===== config.mk =====
export PLATFORM = sky130hd
export DESIGN_NAME = spp_port
export DESIGN_NICKNAME = d
export VERILOG_FILES = /design/src/spp_pkg.sv /design/src/spp_sense_if.sv /design/src/spp_change_det.sv /design/src/spp_port.sv
export SDC_FILE = /design/constraint.sdc
export NUM_CORES = 1
export LEC_CHECK = 0
export ABC_CLOCK_PERIOD_IN_PS = 3700
export BUFFER_PORTS_ARGS = -buffer_cell sky130_fd_sc_hd__buf_2
export CAP_MARGIN = 20
export CORE_MARGIN = 2
export CORE_UTILIZATION = 36
export CTS_CLUSTER_DIAMETER = 50
export DETAILED_ROUTE_END_ITERATION = 6
export GPL_ROUTABILITY_DRIVEN = 0
export SETUP_SLACK_MARGIN = 0.02
export SLEW_MARGIN = 25
export SYNTH_ARGS = -nofsm -noshare
export SYNTH_HDL_FRONTEND = slang
export SYNTH_HIERARCHICAL = 1
export SYNTH_SLANG_ARGS = --single-unit
export TNS_END_PERCENT = 1

===== constraint.sdc =====
create_clock -name clock_i -period 3.7 [get_ports clock_i]
set_input_delay 0.555 -clock clock_i [delete_from_list [all_inputs] [get_ports clock_i]]
set_output_delay 0.555 -clock clock_i [all_outputs]
set_load 0.01 [all_outputs]

===== src/spp_pkg.sv =====
// Package of constants for the six-pin port
package spp_pkg;
  localparam int SPP_PINS = 6;
  // Register offsets
  localparam logic [3:0] SPP_ADDR_DATA = 4'h0;
  localparam logic [3:0] SPP_ADDR_DIR = 4'h1;
  localparam logic [3:0] SPP_ADDR_PULLUP = 4'h2;
  localparam logic [3:0] SPP_ADDR_PULLDOWN = 4'h3;
  localparam logic [3:0] SPP_ADDR_ODRAIN = 4'h4;
  localparam logic [3:0] SPP_ADDR_LCSEL = 4'h5;
  localparam logic [3:0] SPP_ADDR_INT_FLAG_REG = 4'h6;
  localparam logic [3:0] SPP_ADDR_INT_ENABLE_REG = 4'h7;
  localparam logic [3:0] SPP_ADDR_POWER_CTRL_REG = 4'h8;
  localparam logic [3:0] SPP_ADDR_PCON2 = 4'h9;
  localparam logic [3:0] SPP_ADDR_IR_CTRL_REG = 4'ha;
  localparam logic [3:0] SPP_ADDR_TIMER1_CTRL_REG_1 = 4'hb;
  localparam logic [3:0] SPP_ADDR_BZCR = 4'hc;
  localparam logic [3:0] SPP_ADDR_TIMER0_MODE_REG = 4'hd;
  localparam logic [3:0] SPP_ADDR_T1CR2 = 4'he;
  localparam logic [3:0] SPP_ADDR_MISC = 4'hf;
  // Field positions
  localparam int SPP_BIT_PORT_CHANGE_FLAG = 1;
  localparam int SPP_BIT_EXTIF = 2;
  localparam int SPP_BIT_PORT_CHANGE_INT_ENABLE = 1;
  localparam int SPP_BIT_EXTIE = 2;
  localparam int SPP_BIT_GIE = 7;
  localparam int SPP_BIT_EIS = 6;
  localparam int SPP_BIT_IR_CARRIER_ENABLE = 0;
  localparam int SPP_BIT_IRPOL = 2;
  localparam int SPP_BIT_PWMEN = 7;
  localparam int SPP_BIT_BZEN = 7;
  localparam int SPP_BIT_TIMER0_CLOCK_SOURCE_SEL = 5;
  localparam int SPP_BIT_T0LCK = 7;
  localparam int SPP_BIT_TIMER1_CLOCK_SOURCE_SEL = 5;
  localparam int SPP_PD_LSB = 4;
  // Misc register bits: edge select at 0, read type pin 0 at 1, pins 5..1 at [7:3], bit 2 unused
  localparam int SPP_BIT_EDGE = 0;
  // Reset values
  localparam logic [7:0] SPP_RST_DATA = 8'h00;
  localparam logic [7:0] SPP_RST_DIR = 8'h3f;
  localparam logic [7:0] SPP_RST_ZERO = 8'h00;
  // Operating modes
  localparam logic [1:0] SPP_MODE_NORMAL = 2'h0;
  localparam logic [1:0] SPP_MODE_STANDBY = 2'h2;
endpackage


===== src/spp_sense_if.sv =====
// Interface carrying pad samples and change events between port modules
`timescale 1ns/1ps
interface spp_sense_if;
  logic [5:0] raw;
  logic [5:0] level;
  logic [5:0] changed;
  logic edge_seen;
  logic edge_fall;
  modport det(input raw, input edge_fall, output level, output changed, output edge_seen);
  modport use_side(output raw, output edge_fall, input level, input changed, input edge_seen);
endinterface


===== src/spp_change_det.sv =====
// Pad synchroniser and level-change and edge detector
`timescale 1ns/1ps
module spp_change_det
  import spp_pkg::*;
(
  // Clock and reset
  input wire logic clock_i,
  input wire logic rst_n_i,
  // Sense carrier
  spp_sense_if.det sense
);
  typedef struct packed {
    logic [5:0] s1;
    logic [5:0] s2;
    logic [5:0] prev;
    logic [2:0] primed;
  } spp_det_s;
  spp_det_s st;
  spp_det_s next_st;

  always_comb begin
    next_st = st;
    next_st.s1 = sense.raw;
    next_st.s2 = st.s1;
    next_st.prev = st.s2;
    // Hold off compares until prev holds a real pad sample
    next_st.primed = {st.primed[1:0], 1'b1};
  end

  always_ff @(posedge clock_i or negedge rst_n_i) begin
    if (!rst_n_i) begin
      st <= '0;
    end else begin
      st <= next_st;
    end
  end

  assign sense.level = st.s2;
  // Current sample against previous one
  assign sense.changed = st.primed[2] ? (st.s2 ^ st.prev) : 6'h00;
  assign sense.edge_seen = st.primed[2] &&
    (sense.edge_fall ? (st.prev[0] && !st.s2[0]) : (!st.prev[0] && st.s2[0]));
endmodule


===== src/spp_port.sv =====
// Six-pin port with direction, pulls, open drain, change detect and function mux
`timescale 1ns/1ps
// Functional notes
// - Six pins read and written via data
// - Direction bit per pin selects input/output
// - Pull-up per input pin
// - Pull-down bits 7..4 for pins 3..0
// - Open drain select; pin 3 always
// - Selected pin change sets port flag
// - Request needs port or ext enable, and global enable
// - Ext interrupt select makes pin 0 input
// - Ext interrupt overrides pin 0 change detect
// - Edge select picks pin 0 trigger
// - IR enable puts carrier on pin 1
// - Pin 3 low resets when enabled
// - Pin 4 shows instruction clock in Normal/Standby
// - Pin 2 feeds timer count clocks
// - Pin 2 carries PWM when selected
// - Pin 2 carries buzzer when selected
// - Read type picks pad or latch
// - Wake enable pins raise wake set
// - PWM enable forces pin 2 output when buzzer option is clear
// - IR enable forces pin 1 output
module spp_port
  import spp_pkg::*;
(
  // Clock and reset
  input wire logic clock_i,
  input wire logic rst_n_i,
  // Register port
  input wire logic [3:0] addr_i,
  input wire logic [7:0] wdata_i,
  input wire logic wr_i,
  input wire logic rd_i,
  output logic [7:0] rdata_o,
  // Pads
  input wire logic [5:0] pad_i,
  output logic [5:0] pad_o,
  output logic [5:0] pad_oe_n_o,
  output logic [5:0] pullup_enable_n_o,
  output logic [3:0] pulldown_en_o,
  // Configuration options
  input wire logic reset_pad_enable_i,
  input wire logic pin4_clock_out_opt_i,
  input wire logic pin2_buzzer_opt_i,
  input wire logic [1:0] op_mode_i,
  // Alternate function sources
  input wire logic ir_carrier_data_i,
  input wire logic pwm_data_i,
  input wire logic buzzer_data_i,
  input wire logic instr_clock_i,
  // System outputs
  output logic reset_pad_input_n_o,
  output logic timer0_count_clock_o,
  output logic timer1_count_clock_o,
  output logic set_port_change_flag_o,
  output logic ext_int_signal_o,
  output logic int_req_o
);
  typedef struct packed {
    logic [5:0] port_data_reg;
    logic [5:0] direction_reg;
    logic [5:0] pullup_ctrl_reg;
    logic [3:0] pulldown_ctrl_reg;
    logic [5:0] open_drain_ctrl_reg;
    logic [5:0] level_change_select_reg;
    logic [5:0] read_type_reg;
    logic [5:0] wakeup_enable;
    logic port_change_flag;
    logic ext_int_flag;
    logic port_change_int_enable;
    logic ext_int_enable;
    logic ext_int_select;
    logic global_int_enable;
    logic ext_int_edge_select;
    logic ir_carrier_enable;
    logic ir_polarity;
    logic pwm_output_enable;
    logic buzzer_enable;
    logic timer0_clock_source_sel;
    logic timer0_low_clock_sel;
    logic timer1_clock_source_sel;
    logic [7:0] rdata;
    logic [5:0] pad_out;
    logic [5:0] oe_n;
    logic wake;
  } spp_port_s;

  spp_port_s st;
  spp_port_s next_st;
  spp_sense_if sense();

  logic [5:0] is_out;
  logic [5:0] drive_val;
  logic [5:0] od_mask;
  logic [5:0] watch;
  logic [5:0] read_val;
  logic pwm_buzzer_enable;
  logic pwm_buzzer_data;
  logic clk_out_on;

  assign sense.raw = pad_i;
  assign sense.edge_fall = st.ext_int_edge_select;

  spp_change_det u_det (
    .clock_i(clock_i),
    .rst_n_i(rst_n_i),
    .sense(sense)
  );

  always_comb begin
    pwm_buzzer_enable = pin2_buzzer_opt_i ? st.buzzer_enable : st.pwm_output_enable;
    pwm_buzzer_data = pin2_buzzer_opt_i ? buzzer_data_i : pwm_data_i;
    clk_out_on = pin4_clock_out_opt_i &&
      (op_mode_i == SPP_MODE_NORMAL || op_mode_i == SPP_MODE_STANDBY);
    is_out = ~st.direction_reg;
    drive_val = st.port_data_reg;
    if (st.ext_int_select) begin
      is_out[0] = 1'b0;
    end
    if (st.ir_carrier_enable) begin
      is_out[1] = 1'b1;
      drive_val[1] = ir_carrier_data_i &
        (st.ir_polarity ? ~st.port_data_reg[1] : st.port_data_reg[1]);
    end
    if (pwm_buzzer_enable) begin
      is_out[2] = 1'b1;
      drive_val[2] = pwm_buzzer_data;
    end
    if (clk_out_on) begin
      is_out[4] = 1'b1;
      drive_val[4] = instr_clock_i;
    end
    if (reset_pad_enable_i) begin
      is_out[3] = 1'b0;
    end
    od_mask = st.open_drain_ctrl_reg;
    od_mask[3] = 1'b1;
    watch = st.level_change_select_reg;
    if (st.ext_int_select) begin
      watch[0] = 1'b0;
    end
    for (int i = 0; i < SPP_PINS; i++) begin
      read_val[i] = st.read_type_reg[i] ? st.port_data_reg[i] : sense.level[i];
    end
  end

  always_comb begin
    next_st = st;
    // Open drain drives only the low level
    for (int i = 0; i < SPP_PINS; i++) begin
      next_st.pad_out[i] = drive_val[i];
      next_st.oe_n[i] = !(is_out[i] && !(od_mask[i] && drive_val[i]));
    end
    // Pin 0 wake follows its change detect, off under external interrupt
    next_st.wake = |(sense.changed & st.wakeup_enable &
      {5'h1f, !st.ext_int_select});
    next_st.rdata = 8'h00;
    if (wr_i) begin
      unique case (addr_i)
        SPP_ADDR_DATA: next_st.port_data_reg = wdata_i[5:0];
        SPP_ADDR_DIR: next_st.direction_reg = wdata_i[5:0];
        SPP_ADDR_PULLUP: next_st.pullup_ctrl_reg = wdata_i[5:0];
        SPP_ADDR_PULLDOWN: next_st.pulldown_ctrl_reg = wdata_i[7:SPP_PD_LSB];
        SPP_ADDR_ODRAIN: next_st.open_drain_ctrl_reg = wdata_i[5:0];
        SPP_ADDR_LCSEL: next_st.level_change_select_reg = wdata_i[5:0];
        SPP_ADDR_INT_FLAG_REG: begin
          next_st.port_change_flag = st.port_change_flag & wdata_i[SPP_BIT_PORT_CHANGE_FLAG];
          next_st.ext_int_flag = st.ext_int_flag & wdata_i[SPP_BIT_EXTIF];
        end
        SPP_ADDR_INT_ENABLE_REG: begin
          next_st.port_change_int_enable = wdata_i[SPP_BIT_PORT_CHANGE_INT_ENABLE];
          next_st.ext_int_enable = wdata_i[SPP_BIT_EXTIE];
        end
        SPP_ADDR_POWER_CTRL_REG: next_st.ext_int_select = wdata_i[SPP_BIT_EIS];
        SPP_ADDR_PCON2: next_st.global_int_enable = wdata_i[SPP_BIT_GIE];
        SPP_ADDR_IR_CTRL_REG: begin
          next_st.ir_carrier_enable = wdata_i[SPP_BIT_IR_CARRIER_ENABLE];
          next_st.ir_polarity = wdata_i[SPP_BIT_IRPOL];
        end
        SPP_ADDR_TIMER1_CTRL_REG_1: next_st.pwm_output_enable = wdata_i[SPP_BIT_PWMEN];
        SPP_ADDR_BZCR: next_st.buzzer_enable = wdata_i[SPP_BIT_BZEN];
        SPP_ADDR_TIMER0_MODE_REG: begin
          next_st.timer0_clock_source_sel = wdata_i[SPP_BIT_TIMER0_CLOCK_SOURCE_SEL];
          next_st.timer0_low_clock_sel = wdata_i[SPP_BIT_T0LCK];
        end
        SPP_ADDR_T1CR2: next_st.timer1_clock_source_sel = wdata_i[SPP_BIT_TIMER1_CLOCK_SOURCE_SEL];
        SPP_ADDR_MISC: next_st.ext_int_edge_select = wdata_i[SPP_BIT_EDGE];
        default: next_st.read_type_reg = st.read_type_reg;
      endcase
    end
    // Read type shares the misc write with edge select; wake enables share the change-select write
    if (wr_i && addr_i == SPP_ADDR_MISC) begin
      next_st.read_type_reg = {wdata_i[7:3], wdata_i[1]};
    end
    if (wr_i && addr_i == SPP_ADDR_LCSEL) begin
      next_st.wakeup_enable = wdata_i[5:0];
    end
    // Hardware set wins over a software clear
    if (|(sense.changed & watch)) begin
      next_st.port_change_flag = 1'b1;
    end
    if (st.ext_int_select && sense.edge_seen) begin
      next_st.ext_int_flag = 1'b1;
    end
    if (rd_i) begin
      unique case (addr_i)
        SPP_ADDR_DATA: next_st.rdata = {2'b00, read_val};
        SPP_ADDR_DIR: next_st.rdata = {2'b00, st.direction_reg};
        SPP_ADDR_PULLUP: next_st.rdata = {2'b00, st.pullup_ctrl_reg};
        SPP_ADDR_PULLDOWN: next_st.rdata = {st.pulldown_ctrl_reg, 4'h0};
        SPP_ADDR_ODRAIN: next_st.rdata = {2'b00, st.open_drain_ctrl_reg};
        SPP_ADDR_LCSEL: next_st.rdata = {2'b00, st.level_change_select_reg};
        SPP_ADDR_INT_FLAG_REG: next_st.rdata = {5'h00, st.ext_int_flag, st.port_change_flag, 1'b0};
        SPP_ADDR_INT_ENABLE_REG: next_st.rdata = {5'h00, st.ext_int_enable,
                                         st.port_change_int_enable, 1'b0};
        SPP_ADDR_POWER_CTRL_REG: next_st.rdata = {1'b0, st.ext_int_select, 6'h00};
        SPP_ADDR_PCON2: next_st.rdata = {st.global_int_enable, 7'h00};
        SPP_ADDR_IR_CTRL_REG: next_st.rdata = {5'h00, st.ir_polarity, 1'b0, st.ir_carrier_enable};
        SPP_ADDR_TIMER1_CTRL_REG_1: next_st.rdata = {st.pwm_output_enable, 7'h00};
        SPP_ADDR_BZCR: next_st.rdata = {st.buzzer_enable, 7'h00};
        SPP_ADDR_TIMER0_MODE_REG: next_st.rdata = {st.timer0_low_clock_sel, 1'b0,
                                         st.timer0_clock_source_sel, 5'h00};
        SPP_ADDR_T1CR2: next_st.rdata = {2'b00, st.timer1_clock_source_sel, 5'h00};
        SPP_ADDR_MISC: next_st.rdata = {st.read_type_reg[5:1], 1'b0,
                                         st.read_type_reg[0], st.ext_int_edge_select};
        default: next_st.rdata = 8'h00;
      endcase
    end
  end

  always_ff @(posedge clock_i or negedge rst_n_i) begin
    if (!rst_n_i) begin
      st <= '0;
      st.port_data_reg <= SPP_RST_DATA[5:0];
      st.direction_reg <= SPP_RST_DIR[5:0];
      st.oe_n <= 6'h3f;
    end else begin
      st <= next_st;
    end
  end

  assign rdata_o = st.rdata;
  assign pad_o = st.pad_out;
  assign pad_oe_n_o = st.oe_n;
  // Pulls off on any pin that is an output, forced ones included
  assign pullup_enable_n_o = ~(st.pullup_ctrl_reg & ~is_out);
  assign pulldown_en_o = st.pulldown_ctrl_reg & ~is_out[3:0];
  assign reset_pad_input_n_o = reset_pad_enable_i ? sense.level[3] : 1'b1;
  assign timer0_count_clock_o = st.timer0_clock_source_sel && !st.timer0_low_clock_sel &&
    sense.level[2];
  assign timer1_count_clock_o = st.timer1_clock_source_sel && sense.level[2];
  assign set_port_change_flag_o = st.wake;
  assign ext_int_signal_o = st.ext_int_flag;
  assign int_req_o = st.global_int_enable &&
    ((st.port_change_int_enable && st.port_change_flag) ||
     (st.ext_int_enable && st.ext_int_flag));
endmodule


; Word level (Yosys, flattened, before mapping)
; Index checks and enable logic that the tools add are counted.
[classes]
bitwise = 14
eq_ne = 16
n_mux = 37
reduce_logical = 67
[op_table]
columns = operator, n
row1 = $pmux 8 s16, 1
row2 = $reduce_and 2->1, 17
row3 = $eq 4x4->1 const B, 8
row4 = $mux 1, 28
row5 = $and 6x6->6, 4
row6 = $logic_and 1x1->1, 24
row7 = $not 6->6, 3
row8 = $eq 4x3->1 const B, 4
row9 = $logic_not 1->1, 16
row10 = $mux 14, 1
row11 = $mux 6, 2
row12 = $reduce_or 6->1, 2
row13 = $eq 4x2->1 const B, 2
row14 = $mux 2, 4
row15 = $mux 8, 1
row16 = $reduce_bool 2->1, 4
row17 = $xor 6x6->6, 1
row18 = $and 4x4->4, 1
row19 = $eq 4x1->1 const B, 1
row20 = $logic_not 4->1, 1
row21 = $not 4->4, 1
row22 = $and 1x1->1, 3
row23 = $eq 2x2->1 const B, 1
row24 = $logic_not 2->1, 1
row25 = 2 further kinds, 3
[word_totals]
output_inout_bits = 36
word_cells = 164
ff_bits = 102
input_bits = 31

; Depth between registers and ports, before layout
; Gate-level depths: netlist of run 1.
[depth]
ltp_word = 8
ltp_mapped = 6
depth_no_buf = 6

; By module
; The synthesis of run 1 kept the hierarchy.
[modules_own_cells]
columns = mod, area_per_inst_um2, seq_area_each_um2, instances, cells_each
row1 = spp_port, 3733.6, 1891.8, 1, 314
row2 = spp_change_det, 704.4, 525.5, 1, 45

; Worst setup path after synthesis of run 1
; OpenSTA, ideal clock, no wires.
[synth_path]
path_kind = input-to-reg
from = input port addr_i[2]
to = register st, in the netlist sense.edge_fall
path_slack_ns = 2.010
arrival_time_ns = 1.565
path_stages = 5
t_required_ns = 3.575
setup_time_ns = 0.125
n_path_buf = 2
path_cell_list = buf_2 > buf_4 > nand2_1 > nor2_4 > mux2_2
[synth_via]
elab_chain_cells = 2
[synth_rtl]
columns = element, line
row1 = start: declaration, spp_port.sv:31  ; input wire logic [3:0] addr_i,
row2 = $eq 4x4->1, spp_port.sv:160  ; unique case (addr_i)
row3 = $reduce_and 2->1 (no source line), n/a
row4 = end signal: assignment, spp_port.sv:239  ; st <= next_st;
row5 = end: declaration, spp_port.sv:89  ; spp_port_s st;
; Every way passes these cells.
; A chain may end at the register's enable or synchronous reset.

; Worst setup path after layout of run 1
[layout_path]
from = input port addr_i[3]
to = register st, in the netlist od_mask[0]
[layout_via]
elab_chain_cells = 2
[layout_rtl]
columns = element, line
row1 = $eq 4x3->1, spp_port.sv:160
row2 = $reduce_and 2->1 (no source line), n/a
; Every way passes these cells.

==> results.yml, run 1 <==
outcome:
  status: "finished clean"
floorplanning:
  rows: 40
  core_area_um2: 12000
  io_pins: 67
  start_util_pct: 36.9
  die_h_um: 115
  dieArea_um2: 13200
  die_w_um: 115
clock_tree:
  ctsResizeCount: 0
  clk_pin_slew_worst_paths_ns: 0.06
  clock-root-buffer: "clkbuf_16"
  insertion_delay_ns: 0.35
  cts.htree.levels: 3
  post_cts.repair.setup_buffers: 0
  cts_tree: "built"
  cts.sinks: 96
  postCtsHoldBufs: 0
  clockBufferDepth: 2
  cts_buffers: 9
worst_setup_path:
  reg2reg_from: "u_det/sense.level[2]"
  worstSetupStartpoint: "addr_i[3]"
  r2r_slack_ns: 2.11
  r2r_end: "st[34]"
  worst_setup_path_end_kind: "flip-flop"
  cp_max_fo: 31
  worst-endpoint-arrival_ns: 2.28
  start_kind: "primary input"
  critical_path_class: "in -> reg"
  critPathCapture: "od_mask[0]"
  r2r_cells: 5
  crit_required_ns: 3.93
sta:
  min_period_over_period_pct: 55.3
  hold_viol_final: 0
  slew-limit-headroom_pct: 53.7
  slew_viol_final: 0
  fmax_mhz: 488
  worst-slew-pin-transition_ns: 0.695
  setup_viol: 0
  grt_setup_unrepaired: "false"
  skew_ns: 0.00593
  finalCriticalPeriod_ns: 2.05
  fin_setup_tns_ns: 0
grt:
  antenna_found_initial: 0
  grt_pass1_wl_mm: 16.5
  grt_max_degree: 56
  grt_overflow: 0
  grt_pass1_vias: 2943
  track_usage_pct: 17.0
synthesis:
  synth_seq_cells: 96
  syn_inst: 359
  avgSynthCellArea_um2: 12.4
  ys.flop_type: "dfrtp_1"
  ys_seq_area_share_pct: 54.5
  synthArstFlopShare_pct: 100
  syn-num-nets: 392
  syn_area_um2: 4440
  synth_edf_count: 0
  ys_warn_count: 6
  yosys.cell_types.count: 53
cells_and_area:
  drive_above_1_share_pct: 39.5
  nets: 434
  num_antenna_cells: 0
  syn2layout_area_growth_pct: 12.2
drt:
  vias: 2976
  drc: 0
  wirelength_mm: 10.4
  avgRoutedWirePerCell_um: 18.9
  postRouteAntennaNets: 0
  via_per_inst: 5.39
  first_pass_iters: 5
  dr.first_iter.drc_count: 126
job:
  cap_violations: 0
placement:
  dp_hpwl_mm: 7.32
  io_buffers: 65
pwr:
  total_leakage_power_nw: 2.20
  p_per_area_nw_per_um2: 556
  finalPower_mw: 2.77
  ir_worst_vdd_mv: 0.238
worst_hold_path:
  hold_path.class: "in -> async"
-- power by group --
part	total [mW]	internal [mW]	switching [mW]
combinational	0.498	0.259	0.239
clock	0.850	0.469	0.381
sequential	1.42	1.27	0.156
total	2.77	2.00	0.777
-- sequential cells by signal (all words and copies together), names as in the netlist --
signal                  cells
u_det/sense.level           6
set_port_change_flag_o      1
u_det/st                    7
pad_o                       6
rdata_o                     8
u_det/next_st               8
pad_oe_n_o                  6
drive_val                   3
ext_int_signal_o            1
st                         44
od_mask                     5
sense.edge_fall             1
-- metal layers --
| layer | GRT usage [%] | up-vias | part of all wire (%) |
|---|---|---|---|
| met4 | 9.40 | 0 | 3.2 |
| met1 | 23.6 | 1488 | 45 |
| met3 | 3.64 | 21 | 6.7 |
| li1 | - | 1358 | - |
| met2 | 24.7 | 109 | 45 |
| met5 | 0 | - | 0 |
-- synth_stat cells (all sizes together) (2+ instances only) --
master | number | area (µm²)
nand2 | 18 | 67.6
nand3 | 11 | 55.1
a21o | 4 | 30.0
ha | 2 | 25.0
o22ai | 2 | 12.5
inv | 4 | 15.0
o21ai | 17 | 85.1
nor3 | 7 | 80.1
mux2i | 9 | 90.1
a22oi | 4 | 30.0
dfstp | 12 | 315
a21oi | 7 | 35.0
o21a | 2 | 15.0
mux2 | 57 | 642
dfrtp | 84 | 2100
and3 | 4 | 25.0
xor2 | 5 | 43.8
buf | 37 | 258
nor2 | 12 | 57.6
nor2b | 7 | 43.8
and2 | 10 | 62.6
nand2b | 6 | 37.5
nand3b | 6 | 45.0
a222oi | 2 | 20.0
a22o | 2 | 17.5
a31oi | 3 | 18.8
nand4 | 3 | 18.8
-- cell usage in the layout, fill, tap and decap left out, types with 7 or more instances in the layout --
cell type  synthesis  routed
buf_2              8      64
o21ai_0           17      17
nor2_1             9       9
a21oi_1            7       7
nor2b_1            7       7
dfrtp_1           84      84
clkbuf_16          0       9
mux2i_1            9       9
and2_1            10      10
dfstp_2           12      12
mux2_2            57      57
nand2_1           18      18
nand3_1           11      11
-- worst min path at each step --
stage	slack [ns]	cells past startpoint	to
detailed placement	0.33	0	u_det/next_st[2]
global route	0.30	1	u_det/next_st[14]
global placement	0.33	0	u_det/next_st[2]
finish	0.25	1	u_det/next_st[14]
floorplan	0.26	0	drive_val[0]
CTS	0.28	1	u_det/next_st[14]
-- logic make-up (layout without fill, tap and decap cells) --
family                   after synthesis  after routing  share of synthesized area (%)
AND/OR/NAND/NOR                       92             92                           12.7
buffers and inverters                 41             87                           6.15
other                                  1              1                         0.0845
flip-flops                            96             96                           54.5
AO/OA/AOI/OAI                         56             56                           8.54
adder cells (fa/ha/maj)                2              2                          0.564
multiplexers                          66             66                           16.5
XOR/XNOR                               5              5                          0.987
-- stage by stage --
step / hold WS (ns) / instance area [µm²] / instances / util (%) / worst slack [ns]
after CTS: 0.282 / 4980 / 552 / 41.5 / 1.66
after global routing: 0.299 / 4980 / 552 / 41.5 / 1.57
final: 0.252 / 4980 / 552 / 41.5 / 1.65
after detailed placement: 0.335 / 4710 / 537 / 39.3 / 1.31
after floorplan: 0.259 / 4440 / 359 / - / 2.01
after global placement: 0.331 / 4710 / 537 / 39.3 / 1.33
-- worst max-delay path: stages --
cell and delay [ns]:
buf_2 0.51, nand2b_1 0.31, nor3_4 0.09, nand2_1 0.39
mux2_2 0.39
-- area by class of cell --
cell class	instances	area, µm²
clock inverters	3	20.0
fillers	1160	7030
clock buffers	12	246
flip-flops and latches	96	2420
well taps	147	184
repair buffers	68	350
multi-input cells	222	1750
inverters	4	15.0
No activity file was read; power rests on OpenSTA's default activity.
==> inputs of run 2 (changes only) <==
--- a/config.mk
+++ b/config.mk
@@ -5,7 +5,7 @@
 export SDC_FILE = /design/constraint.sdc
 export NUM_CORES = 1
 export LEC_CHECK = 0
-export ABC_CLOCK_PERIOD_IN_PS = 3700
+export ABC_CLOCK_PERIOD_IN_PS = 1900
 export BUFFER_PORTS_ARGS = -buffer_cell sky130_fd_sc_hd__buf_2
 export CAP_MARGIN = 20
 export CORE_MARGIN = 2
==> constraint.sdc (replaced) <==
create_clock -name clock_i -period 1.9 [get_ports clock_i]
set_input_delay 0.285 -clock clock_i [delete_from_list [all_inputs] [get_ports clock_i]]
set_output_delay 0.285 -clock clock_i [all_outputs]
set_load 0.01 [all_outputs]
==> results.yml, run 2 (synthesis gave the netlist of run 1 again) <==
outcome:
  status: "finished clean"
worst_setup_path:
  cp_max_fo: 4
  crit_buf_inv: 1
  worst-endpoint-arrival_ns: 1.45
  reg2reg_from: "u_det/sense.level[2]"
  r2r_cells: 5
  worstSetupStartpoint: "st[25]"
  crit_family: "flip-flops"
  r2r_slack_ns: 0.30
  r2r_end: "st[34]"
  critical_path_class: "reg -> out"
  critical_path_depth: 4
  start_kind: "flip-flop"
  slowest_delay_ns: 0.40
  path_cells: "nor2b_1 -> a21oi_1 -> and3_1 -> buf_2"
  slowest_stage: "dfrtp_1"
  worst_setup_path_end_kind: "primary output"
  crit_required_ns: 1.62
  critPathCapture: "pulldown_en_o[2]"
clock_tree:
  postCtsHoldBufs: 1
  post_cts.repair.setup_buffers: 0
  cts_tree: "built"
  cts.htree.levels: 3
  cts.sinks: 96
  clock-root-buffer: "clkbuf_16"
  clockBufferDepth: 2
  ctsResizeCount: 0
  clk_pin_slew_worst_paths_ns: 0.07
  insertion_delay_ns: 0.35
  cts_buffers: 9
job:
  cap_violations: 0
worst_hold_path:
  hold_path.class: "in -> reg"
placement:
  post-place-ws_ns: 0.201
  dp_hpwl_mm: 7.83
  place_area_um2: 4870
  place_inst: 556
  io_buffers: 65
cells_and_area:
  syn2layout_area_growth_pct: 17.4
  nets: 454
  layout_commonest_cell: "dfrtp_1"
  top_register: "st"
  fin_cells: 573
  drive_above_1_share_pct: 42.7
  final_cell_mix: "dfrtp_1, buf_2, mux2_2"
  largest_reg_flops: 44
  final_area_um2: 5210
  num_antenna_cells: 0
  fin_util_pct: 43.4
pwr:
  p_per_area_nw_per_um2: 1110
  total_leakage_power_nw: 2.34
  ir_worst_vdd_mv: 0.417
  finalPower_mw: 5.77
floorplanning:
  dieArea_um2: 13200
  rows: 40
  die_w_um: 115
  start_util_pct: 36.9
  core_area_um2: 12000
  io_pins: 67
  die_h_um: 115
drt:
  wirelength_mm: 10.7
  first_pass_iters: 7
  drc: 0
  via_per_inst: 5.27
  avgRoutedWirePerCell_um: 18.6
  dr.first_iter.drc_count: 147
  vias: 3018
  postRouteAntennaNets: 0
grt:
  grt_overflow: 0
  antenna_found_initial: 0
  track_usage_pct: 17.1
  grt_pass1_wl_mm: 17.0
  grt_max_degree: 49
  grt_pass1_vias: 3072
sta:
  skew_ns: 0.00734
  setup_viol: 0
  timing.hold.ws_ns: 0.0360
  finalWorstSetupSlack_ns: 0.161
  fmax_mhz: 575
  grt_setup_unrepaired: "false"
  finalCriticalPeriod_ns: 1.74
  hold_viol_final: 0
  fin_setup_tns_ns: 0
  slew_viol_final: 0
  min_period_over_period_pct: 91.5
-- run 2: changes by cell type in the layout (fill, tap and decap cells not counted), sizes merged --
cell | before | now
bufinv | 0 | 2
inv | 4 | 6
clkbuf | 12 | 10
clkinvlp | 2 | 1
buf | 68 | 87
dlygate4sd3 | 0 | 1
-- run 2: power by group --
group / total [mW] / switching [mW] / leakage [nW] / internal (mW)
clock: 2.00 / 0.799 / 0.159 / 1.20
combinational: 0.993 / 0.467 / 1.03 / 0.527
sequential: 2.78 / 0.315 / 1.15 / 2.47
-- run 2: metal layers --
metal,up-vias,wire length [µm],global-route usage (%)
met2,102,4910,25.5
met3,11,626,4.59
met5,-,0,0
li1,1390,-,-
met4,0,134,4.90
met1,1515,4980,24.5
-- run 2: final cells by class --
class,count,area [µm²]
Fill cell,1139,6800
Multi-Input combinational cell,222,1750
Tap cell,147,184
Clock inverter,6,90.1
Clock buffer,10,239
Timing Repair Buffer,88,515
Inverter,4,15.0
Sequential cell,96,2420
-- run 2: worst min path at each step --
stage             start                end  slack (ns)  cells past startpoint
2_1_floorplan   rst_n_i       drive_val[0]       -0.01                      0
4_1_cts        pad_i[1]  u_det/next_st[10]        0.03                      1
6_report       pad_i[0]   u_det/next_st[9]        0.04                      1
3_3_place_gp    rst_n_i  u_det/next_st[14]        0.24                      1
5_1_grt        pad_i[4]  u_det/next_st[13]        0.03                      1
3_5_place_dp    rst_n_i  u_det/next_st[14]        0.25                      1
